### src/lcc_pkg.sv
// package of constants and carriers for the configurable logic cell block
package lcc_pkg;
	localparam int unsigned LCC_NUM_CELLS = 4;
	localparam int unsigned LCC_NUM_INPUTS = 8;
	localparam int unsigned LCC_SEL_W = 3;
	localparam int unsigned LCC_NUM_GATES = 4;
	localparam int unsigned LCC_FUNC_W = 3;
	localparam logic [7:0] LCC_CTRL_RESET = 8'h00;
	// logic function codes
	localparam logic [2:0] LCC_FN_AND_OR = 3'h0;
	localparam logic [2:0] LCC_FN_OR_XOR = 3'h1;
	localparam logic [2:0] LCC_FN_AND4 = 3'h2;
	localparam logic [2:0] LCC_FN_SR = 3'h3;
	localparam logic [2:0] LCC_FN_DFF_SR = 3'h4;
	localparam logic [2:0] LCC_FN_DFF_R = 3'h5;
	localparam logic [2:0] LCC_FN_JK_R = 3'h6;
	localparam logic [2:0] LCC_FN_LATCH_SR = 3'h7;

	// cell control register image
	typedef struct packed {
		logic cell_enable;
		logic cell_output_bit;
		logic rise_irq_enable;
		logic fall_irq_enable;
		logic [LCC_FUNC_W-1:0] logic_function_select;
		logic output_polarity;
	} lcc_ctrl_s;

	// selection and gating settings of one cell
	typedef struct packed {
		logic [LCC_NUM_GATES-1:0][LCC_SEL_W-1:0] input_select;
		logic [LCC_NUM_GATES-1:0][LCC_NUM_GATES*2-1:0] gate_select;
		logic [LCC_NUM_GATES-1:0] gate_polarity;
	} lcc_route_s;
endpackage

### src/lcc_cell.sv
// one logic cell: input mux, gates and function; output registered on the clock in every mode
module lcc_cell
	import lcc_pkg::*;
(
	input wire logic ref_clk_i,
	input wire logic rst_i,
	input wire logic [LCC_NUM_INPUTS-1:0] src_i,
	input wire lcc_route_s route_i,
	input wire logic [LCC_FUNC_W-1:0] func_i,
	input wire logic enable_i,
	input wire logic out_pol_i,
	output logic out_o
);
	logic [LCC_NUM_GATES-1:0] sel_data;
	logic [LCC_NUM_GATES-1:0] gate;
	logic st;
	logic comb_f;
	logic next_st;

	genvar g;
	generate
		for (g = 0; g < LCC_NUM_GATES; g++)
		begin : g_gate
			assign sel_data[g] = src_i[route_i.input_select[g]];
			// gate g: or of true/complement of all four selected data
			assign gate[g] = route_i.gate_polarity[g] ^
				(|(route_i.gate_select[g] & {~sel_data[3], sel_data[3], ~sel_data[2], sel_data[2],
				~sel_data[1], sel_data[1], ~sel_data[0], sel_data[0]}));
		end
	endgenerate

	// combinational function select
	assign comb_f = (func_i == LCC_FN_AND_OR) ? ((gate[0] & gate[1]) | (gate[2] & gate[3])) :
		(func_i == LCC_FN_OR_XOR) ? ((gate[0] | gate[1]) ^ (gate[2] | gate[3])) :
		(func_i == LCC_FN_AND4) ? (&gate) :
		(func_i == LCC_FN_LATCH_SR) ? (~gate[2] & (gate[0] | gate[1] | st)) : st;

	// stored modes, next state loaded on every system clock edge; no gate acts as clock
	assign next_st = (func_i == LCC_FN_SR) ? ((gate[0] | gate[1]) | (st & ~(gate[2] | gate[3]))) :
		(func_i == LCC_FN_DFF_SR) ? (gate[3] ? 1'b0 : (gate[2] ? 1'b1 : gate[1])) :
		(func_i == LCC_FN_DFF_R) ? (gate[2] ? 1'b0 : (gate[1] & gate[3])) :
		(func_i == LCC_FN_JK_R) ? (gate[2] ? 1'b0 : ((gate[1] & ~st) | (~gate[3] & st))) :
		(func_i == LCC_FN_LATCH_SR) ? comb_f : st;

	always_ff @(posedge ref_clk_i or posedge rst_i)
	begin
		if (rst_i)
			st <= 1'b0;
		else if (!enable_i)
			st <= 1'b0;
		else
			st <= next_st;
	end

	always_ff @(posedge ref_clk_i or posedge rst_i)
	begin
		if (rst_i)
			out_o <= 1'b0;
		else
			out_o <= enable_i & (comb_f ^ out_pol_i);
	end
endmodule

### src/lcc_top.sv
// logic cell array with edge interrupts, output mirror and sleep keep-alive
//
// Contract
// - every cell has its own rising and falling edge detector on output
// - flag sets on an enabled rise or fall edge of the cell output
// - hardware never clears the flag; software clears it
// - an edge in the clearing cycle still leaves the flag set
// - mirror register holds all cell outputs sampled in one instant
// - any reset clears every cell control register to zero
// - reset leaves input select, gate select and gate polarity untouched
// - cells keep running in sleep while their inputs stay active
// - enabled cell using fast oscillator keeps that oscillator running in sleep
// - oscillator as system clock and cell input: processor idles, cell runs
// - cell applies the chosen 3-bit function and the output inversion
module lcc_top
	import lcc_pkg::*;
#(
	parameter int unsigned NUM_CELLS = LCC_NUM_CELLS,
	parameter int unsigned FAST_OSC_SRC = 7
)
(
	input wire logic ref_clk_i,
	input wire logic rst_i,
	input wire logic [LCC_NUM_INPUTS-1:0] src_i,
	input wire lcc_route_s [NUM_CELLS-1:0] route_i,
	input wire logic [NUM_CELLS-1:0] ctrl_wr_i,
	input wire lcc_ctrl_s [NUM_CELLS-1:0] ctrl_wdata_i,
	input wire logic [NUM_CELLS-1:0] flag_clr_i,
	input wire logic sleep_i,
	input wire logic fast_osc_is_sysclk_i,
	output lcc_ctrl_s [NUM_CELLS-1:0] ctrl_o,
	output lcc_route_s [NUM_CELLS-1:0] route_o,
	output logic [NUM_CELLS-1:0] cell_irq_flag_o,
	output logic [NUM_CELLS-1:0] output_mirror_reg_o,
	output logic fast_osc_keep_o,
	output logic cpu_idle_o
);
	if (NUM_CELLS < 1 || NUM_CELLS > 8 || FAST_OSC_SRC >= LCC_NUM_INPUTS)
	begin : g_bad_param
		$error("lcc_top: unsupported parameters");
	end

	//--------------------------------------------------------------
	// control registers and cells
	//--------------------------------------------------------------
	lcc_ctrl_s [NUM_CELLS-1:0] ctrl;
	lcc_route_s [NUM_CELLS-1:0] route;
	logic [NUM_CELLS-1:0] cell_out;
	logic [NUM_CELLS-1:0] prev_out;
	logic [NUM_CELLS-1:0] flag;
	logic [NUM_CELLS-1:0] uses_fast_osc;

	function automatic logic route_uses(input lcc_route_s r, input int unsigned src);
		logic hit;
		hit = 1'b0;
		for (int k = 0; k < LCC_NUM_GATES; k++)
			hit = hit | (r.input_select[k] == LCC_SEL_W'(src));
		return hit;
	endfunction

	genvar c;
	generate
		for (c = 0; c < NUM_CELLS; c++)
		begin : g_cell
			logic rise_ev;
			logic fall_ev;
			logic next_flag;
			logic set_ev;
			logic [7:0] ctrl_bits;

			// edge detectors on the cell output
			assign rise_ev = cell_out[c] & ~prev_out[c];
			assign fall_ev = ~cell_out[c] & prev_out[c];
			// set wins over clear, no hardware clear
			assign set_ev = (rise_ev & ctrl[c].rise_irq_enable) | (fall_ev & ctrl[c].fall_irq_enable);
			assign next_flag = set_ev | (flag[c] & ~flag_clr_i[c]);
			assign uses_fast_osc[c] = ctrl[c].cell_enable & route_uses(route[c], FAST_OSC_SRC);
			assign ctrl_bits = ctrl_wdata_i[c];

			lcc_cell u_cell (
				.ref_clk_i(ref_clk_i),
				.rst_i(rst_i),
				.src_i(src_i),
				.route_i(route[c]),
				.func_i(ctrl[c].logic_function_select),
				.enable_i(ctrl[c].cell_enable),
				.out_pol_i(ctrl[c].output_polarity),
				.out_o(cell_out[c])
			);

			always_ff @(posedge ref_clk_i or posedge rst_i)
			begin
				if (rst_i)
					ctrl[c] <= LCC_CTRL_RESET;
				else if (ctrl_wr_i[c])
					ctrl[c] <= {ctrl_bits[7], cell_out[c], ctrl_bits[5:0]};
				else
					ctrl[c].cell_output_bit <= cell_out[c];
			end

			// selection state has no reset branch
			always_ff @(posedge ref_clk_i)
			begin
				route[c] <= route_i[c];
			end

			always_ff @(posedge ref_clk_i or posedge rst_i)
			begin
				if (rst_i)
				begin
					prev_out[c] <= 1'b0;
					flag[c] <= 1'b0;
				end
				else
				begin
					prev_out[c] <= cell_out[c];
					flag[c] <= next_flag;
				end
			end

			AST_FLAG_SET: assert property (@(posedge ref_clk_i) disable iff (rst_i)
				(rise_ev & ctrl[c].rise_irq_enable) |=> flag[c])
				else $error("flag not set on enabled rise");
			AST_FLAG_FALL: assert property (@(posedge ref_clk_i) disable iff (rst_i)
				(fall_ev & ctrl[c].fall_irq_enable) |=> flag[c])
				else $error("flag not set on enabled fall");
			AST_FLAG_STICKY: assert property (@(posedge ref_clk_i) disable iff (rst_i)
				(flag[c] & ~flag_clr_i[c]) |=> flag[c])
				else $error("flag dropped without clear");
			AST_SET_WINS: assert property (@(posedge ref_clk_i) disable iff (rst_i)
				(flag_clr_i[c] & rise_ev & ctrl[c].rise_irq_enable) |=> flag[c])
				else $error("edge lost during clear");
			AST_FALL_WINS: assert property (@(posedge ref_clk_i) disable iff (rst_i)
				(flag_clr_i[c] & fall_ev & ctrl[c].fall_irq_enable) |=> flag[c])
				else $error("fall edge lost during clear");
			AST_NO_SPURIOUS: assert property (@(posedge ref_clk_i) disable iff (rst_i)
				(!flag[c] & !rise_ev & !fall_ev) |=> !flag[c])
				else $error("flag set without edge");
			AST_FLAG_NEEDS_EN: assert property (@(posedge ref_clk_i) disable iff (rst_i)
				(!flag[c] & !(rise_ev & ctrl[c].rise_irq_enable) & !(fall_ev & ctrl[c].fall_irq_enable)) |=> !flag[c])
				else $error("flag set by a disabled edge");
			AST_CLEAR: assert property (@(posedge ref_clk_i) disable iff (rst_i)
				(flag_clr_i[c] & !rise_ev & !fall_ev) |=> !flag[c])
				else $error("clear ignored");
			AST_FLAG_OUT: assert property (@(posedge ref_clk_i) disable iff (rst_i)
				##1 cell_irq_flag_o[c] == $past(flag[c]))
				else $error("flag output not a copy of the flag");
			AST_OUT_OFF: assert property (@(posedge ref_clk_i) disable iff (rst_i)
				!ctrl[c].cell_enable |=> !cell_out[c])
				else $error("disabled cell drives high");
			AST_CTRL_WR: assert property (@(posedge ref_clk_i) disable iff (rst_i)
				ctrl_wr_i[c] |=> {ctrl[c].cell_enable, ctrl[c][5:0]} ==
				{$past(ctrl_wdata_i[c].cell_enable), $past(ctrl_wdata_i[c][5:0])})
				else $error("control write not taken");
			AST_CTRL_HOLD: assert property (@(posedge ref_clk_i) disable iff (rst_i)
				!ctrl_wr_i[c] |=> {ctrl[c].cell_enable, ctrl[c][5:0]} ==
				$past({ctrl[c].cell_enable, ctrl[c][5:0]}))
				else $error("control changed without write");
			AST_ROUTE_HOLD: assert property (@(posedge ref_clk_i)
				##1 route[c] == $past(route_i[c]))
				else $error("selection changed by reset");
			AST_OUTBIT_MIRROR: assert property (@(posedge ref_clk_i) disable iff (rst_i)
				output_mirror_reg_o[c] == ctrl[c].cell_output_bit)
				else $error("mirror and output bit disagree");

			COV_RISE: cover property (@(posedge ref_clk_i) disable iff (rst_i) rise_ev & ctrl[c].rise_irq_enable);
			COV_FALL: cover property (@(posedge ref_clk_i) disable iff (rst_i) fall_ev & ctrl[c].fall_irq_enable);
			COV_CLR_EDGE: cover property (@(posedge ref_clk_i) disable iff (rst_i) flag_clr_i[c] & rise_ev);
		end
	endgenerate

	//--------------------------------------------------------------
	// mirror, sleep and outputs
	//--------------------------------------------------------------
	always_ff @(posedge ref_clk_i or posedge rst_i)
	begin
		if (rst_i)
		begin
			output_mirror_reg_o <= '0;
			cell_irq_flag_o <= '0;
			fast_osc_keep_o <= 1'b0;
			cpu_idle_o <= 1'b0;
		end
		else
		begin
			output_mirror_reg_o <= cell_out;
			cell_irq_flag_o <= flag;
			fast_osc_keep_o <= sleep_i & (|uses_fast_osc);
			cpu_idle_o <= sleep_i;
		end
	end

	assign ctrl_o = ctrl;
	assign route_o = route;

	//--------------------------------------------------------------
	// checks of the shared outputs
	//--------------------------------------------------------------
	AST_MIRROR: assert property (@(posedge ref_clk_i) disable iff (rst_i)
		##1 output_mirror_reg_o == $past(cell_out))
		else $error("mirror not a one-instant copy");
	AST_OSC_KEEP: assert property (@(posedge ref_clk_i) disable iff (rst_i)
		(sleep_i & |uses_fast_osc) |=> fast_osc_keep_o)
		else $error("fast oscillator not kept in sleep");
	AST_KEEP_NEED: assert property (@(posedge ref_clk_i) disable iff (rst_i)
		!(sleep_i & |uses_fast_osc) |=> !fast_osc_keep_o)
		else $error("fast oscillator kept without need");
	AST_IDLE: assert property (@(posedge ref_clk_i) disable iff (rst_i)
		(sleep_i & fast_osc_is_sysclk_i & |uses_fast_osc) |=> (cpu_idle_o & fast_osc_keep_o))
		else $error("processor not idle with oscillator kept");
	AST_IDLE_FOLLOW: assert property (@(posedge ref_clk_i) disable iff (rst_i)
		##1 cpu_idle_o == $past(sleep_i))
		else $error("idle does not follow sleep");
	AST_RESET_CTRL: assert property (@(posedge ref_clk_i)
		rst_i |-> ctrl == '0)
		else $error("control not cleared by reset");
	COV_SLEEP_OSC: cover property (@(posedge ref_clk_i) disable iff (rst_i) sleep_i & |uses_fast_osc);
	COV_IDLE_SYS: cover property (@(posedge ref_clk_i) disable iff (rst_i)
		sleep_i & fast_osc_is_sysclk_i & |uses_fast_osc);
endmodule

### config.mk
export PLATFORM = sky130hd
export DESIGN_NAME = lcc_top
export DESIGN_NICKNAME = d
export VERILOG_FILES = /design/src/lcc_pkg.sv /design/src/lcc_cell.sv /design/src/lcc_top.sv
export SDC_FILE = /design/constraint.sdc
export NUM_CORES = 1
export LEC_CHECK = 0
export ABC_AREA = 1
export BUFFER_PORTS_ARGS = -buffer_cell sky130_fd_sc_hd__buf_2
export CORE_AREA = 4 4 181 183
export CTS_CLUSTER_SIZE = 20
export DETAILED_ROUTE_END_ITERATION = 8
export DIE_AREA = 0 0 185 187
export MAX_ROUTING_LAYER = met4
export PLACE_DENSITY_LB_ADDON = 0.08
export SYNTH_ARGS = -nofsm -noshare
export SYNTH_HDL_FRONTEND = slang
export SYNTH_SLANG_ARGS = --single-unit
### constraint.sdc
create_clock -name ref_clk_i -period 3.6 [get_ports ref_clk_i]
set_input_delay 0.36 -clock ref_clk_i [delete_from_list [all_inputs] [get_ports ref_clk_i]]
set_output_delay 0.36 -clock ref_clk_i [all_outputs]
set_load 0.1 [all_outputs]
==> qor.yml <==
grt_pass1_vias: 10050
peakVddDrop_mv: 0.398
grt_pass1_wl_um: 55400
min_period_ps: 2620
synth_area_per_cell_um2: 8.24
final_max_slew_viol_count: 0
grt_max_degree: 33
cts_resized: 0
rows: 65
floorplan.die.height_um: 187
drt_wl_total_um: 37500
worstPathCellList: "inv_2, nand2_1, nand3_1, nand3_2, nand2_2, nand2_1, nand2_1, nor2_2, nand3b_1, nand2_2, nand2_1, nor2_1, nor2_1, nor2_1, nand2_1, nand2_1, nand2_1, nand2_1, nand2_1, nand2_1, nand2_1, nand2_1, nand2_1"
whs_path_depth: 3
drc: 0
worst_slew_pin_slew_ps: 758
finalWorstSetupSlack_ps: 978
yosysSeqAreaShare_pct: 54.1
cp.depth: 23
cap_viol_max_count: 0
antenna_found_initial: 1
nets: 2054
synth_edf_count: 0
place_ws_ps: 612
cts.clk_slew.worst_paths_ps: 70
finalCritPeriodShare_pct: 72.8
gr-total-overflow: 0
ys.flop_type: "dfxtp_1"
cts_buffer_depth: 3
globalplace.congestion: 0.850
clock_sinks: 242
fin_worst_skew_ps: 19.3
wl_per_cell_um: 16.8
vias: 9999
insertion_delay_ps: 550
final_util_pct: 48.1
r2r_cells: 23
cellPowerDensity_mw_per_mm2: 558
synth-seq-cells: 242
fmax_mhz: 381
drive_gt1_share_pct: 32.8
end_kind: "register"
crit_type: "reg2reg"
crit_top_cell: "nand2_1"
dieWidth_um: 185
firstDrtPassIters: 4
cp_data_arrival_time_ps: 3050
cp-start-kind: "register"
rsz0062_at_grt: "no"
synthArstFlopShare_pct: 20.7
io_buffers: 472
ios: 478
drtIter0Drc: 531
hold_viol: 0
worst_path_max_delay_cell: "dfxtp_1"
slew_headroom_pct: 49.4
htreeDepth: 1
final_cells: 2233
status: "finished clean"
hold_path_class: "in2reg"
place_area_mm2: 0.0121
syn_inst: 1144
final_antenna_net_count: 0
area_delta_synth_final_pct: 59.3
synth_warnings: 0
post_cts_buffers: 0
start_util_pct: 30.2
final.setup.tns_ps: 0
clockRootBuffer: "clkbuf_16"
synth_cell_types: 36
crit_required_ps: 4030
dp_hpwl_um: 28900
cp_top_family: "simple AND/OR/NAND/NOR gates"
max_stage_delay_ps: 570
cts_tree: "yes"
critPathMaxFanout: 8
vias_per_cell: 4.48
core-area_mm2: 0.0312
dp.cells: 1983
syn_nets: 1388
final_area_mm2: 0.0150
dieArea_mm2: 0.0346
p_leak_nw: 7.64
grtUsageTotal_pct: 20.9
numCtsBuffers: 27
netlist_area_mm2: 0.00943
path_buf_inv: 1
setup_viol_count_final: 0
## cell usage after synthesis, types with 15 or more instances
library cell	number	area [µm²]
nand2_1	350	1310
dfxtp_1	192	3840
nand3_1	123	616
inv_1	83	312
nor2_1	62	233
dfrtp_1	50	1250
o21ai_0	50	250
a21oi_1	35	175
nand2_2	27	169
nand3_2	27	270
nor3_1	23	115
o211ai_1	22	165
nand3b_1	15	113
## area by class of cell
class,count,area [µm²]
Antenna cell,1,2.50
Sequential cell,242,5090
Clock inverter,9,105
Multi-Input combinational cell,772,3740
Timing Repair Buffer,673,4370
Tap cell,402,503
Clock buffer,40,837
Inverter,94,355
Fill cell,3041,16200
## routing by layer
layer / GRT usage, % / share of wire (%)
met5: - / 0
met4: 5.87 / 3.2
met3: 3.75 / 6.2
met2: 37.3 / 50
met1: 24.0 / 40
## final timing paths
| path | startpoint | to | slack [ps] |
|---|---|---|---|
| max | route_o[39] | g_cell[0].u_cell.st | 980 |
| min | ctrl_wdata_i[3] | ctrl_o[3] | 30 |
| max reg2reg | route_o[39] | g_cell[0].u_cell.st | 980 |
| min reg2reg | flag[3] | cell_irq_flag_o[3] | 370 |
| max in group asynchronous | rst_i | cell_irq_flag_o[2] | 2320 |
| min in group asynchronous | rst_i | ctrl_o[25] | 500 |
## layout by cell type (no fill, tap or decap), drive strengths merged, types with 2 or more instances in the layout
| cell type | instances |
|---|---|
| clkbuf | 40 |
| a21oi | 35 |
| mux2 | 5 |
| dlygate4sd3 | 200 |
| nor4 | 2 |
| nand3b | 20 |
| o31ai | 4 |
| nand3 | 150 |
| nor3 | 23 |
| o21ai | 51 |
| clkinv | 4 |
| bufinv | 2 |
| dfrtp | 50 |
| o311ai | 4 |
| nand4 | 3 |
| o211ai | 23 |
| inv | 96 |
| buf | 473 |
| nor2 | 67 |
| nand2 | 377 |
| dfxtp | 192 |
## power breakdown
| group | internal [W] | total, W | switching [W] |
|---|---|---|---|
| Clock | 0.00175 | 0.00289 | 0.00114 |
| Sequential | 0.00288 | 0.00305 | 0.000174 |
| Combinational | 0.000567 | 0.00243 | 0.00186 |
| Total | 0.00520 | 0.00838 | 0.00318 |
## metrics by stage
step	hold slack [ps]	total power [W]
after floorplan	354	0.00488
after global routing	12.5	0.00873
after global placement	357	0.00537
final	31.2	0.00838
after CTS	0.218	0.00847
after detailed placement	361	0.00538
## worst register-to-register path, cell delays in order (launching register included)
cell,delay [ps]
dfxtp_1,570
inv_2,90
nand2_1,80
nand3_1,80
nand3_2,170
nand2_2,100
nand2_1,60
nand2_1,70
nor2_2,160
nand3b_1,130
nand2_2,130
nand2_1,80
nor2_1,90
nor2_1,50
nor2_1,80
nand2_1,60
nand2_1,130
nand2_1,70
nand2_1,50
nand2_1,40
nand2_1,50
nand2_1,50
nand2_1,50
nand2_1,50
## logic make-up (layout without fill, tap and decap cells)
family,count (synthesis),in the layout,share of synthesized area (%)
muxes,5,5,0.597
DFF,242,242,54.1
buffers and inverters,130,816,6.21
and+or+nand+nor,643,643,31.3
AOI/OAI and AO/OA,122,122,7.61
other,0,1,0
xor gates and xnor gates,2,2,0.186
## sequential cells by signal, summed over array words and instances, names as in the netlist
register / count
cell_irq_flag_o: 4
cpu_idle_o: 1
ctrl_o: 28
fast_osc_keep_o: 1
flag: 4
g_cell.u_cell.out_o: 4
g_cell.u_cell.st: 4
output_mirror_reg_o: 4
route_o: 192
## repair_timing
item	CTS	global route
endpoints found under the hold margin	230	0
hold buffers	200	0
endpoints found under the setup margin	0	0
No activity file was read; power rests on OpenSTA's default activity.
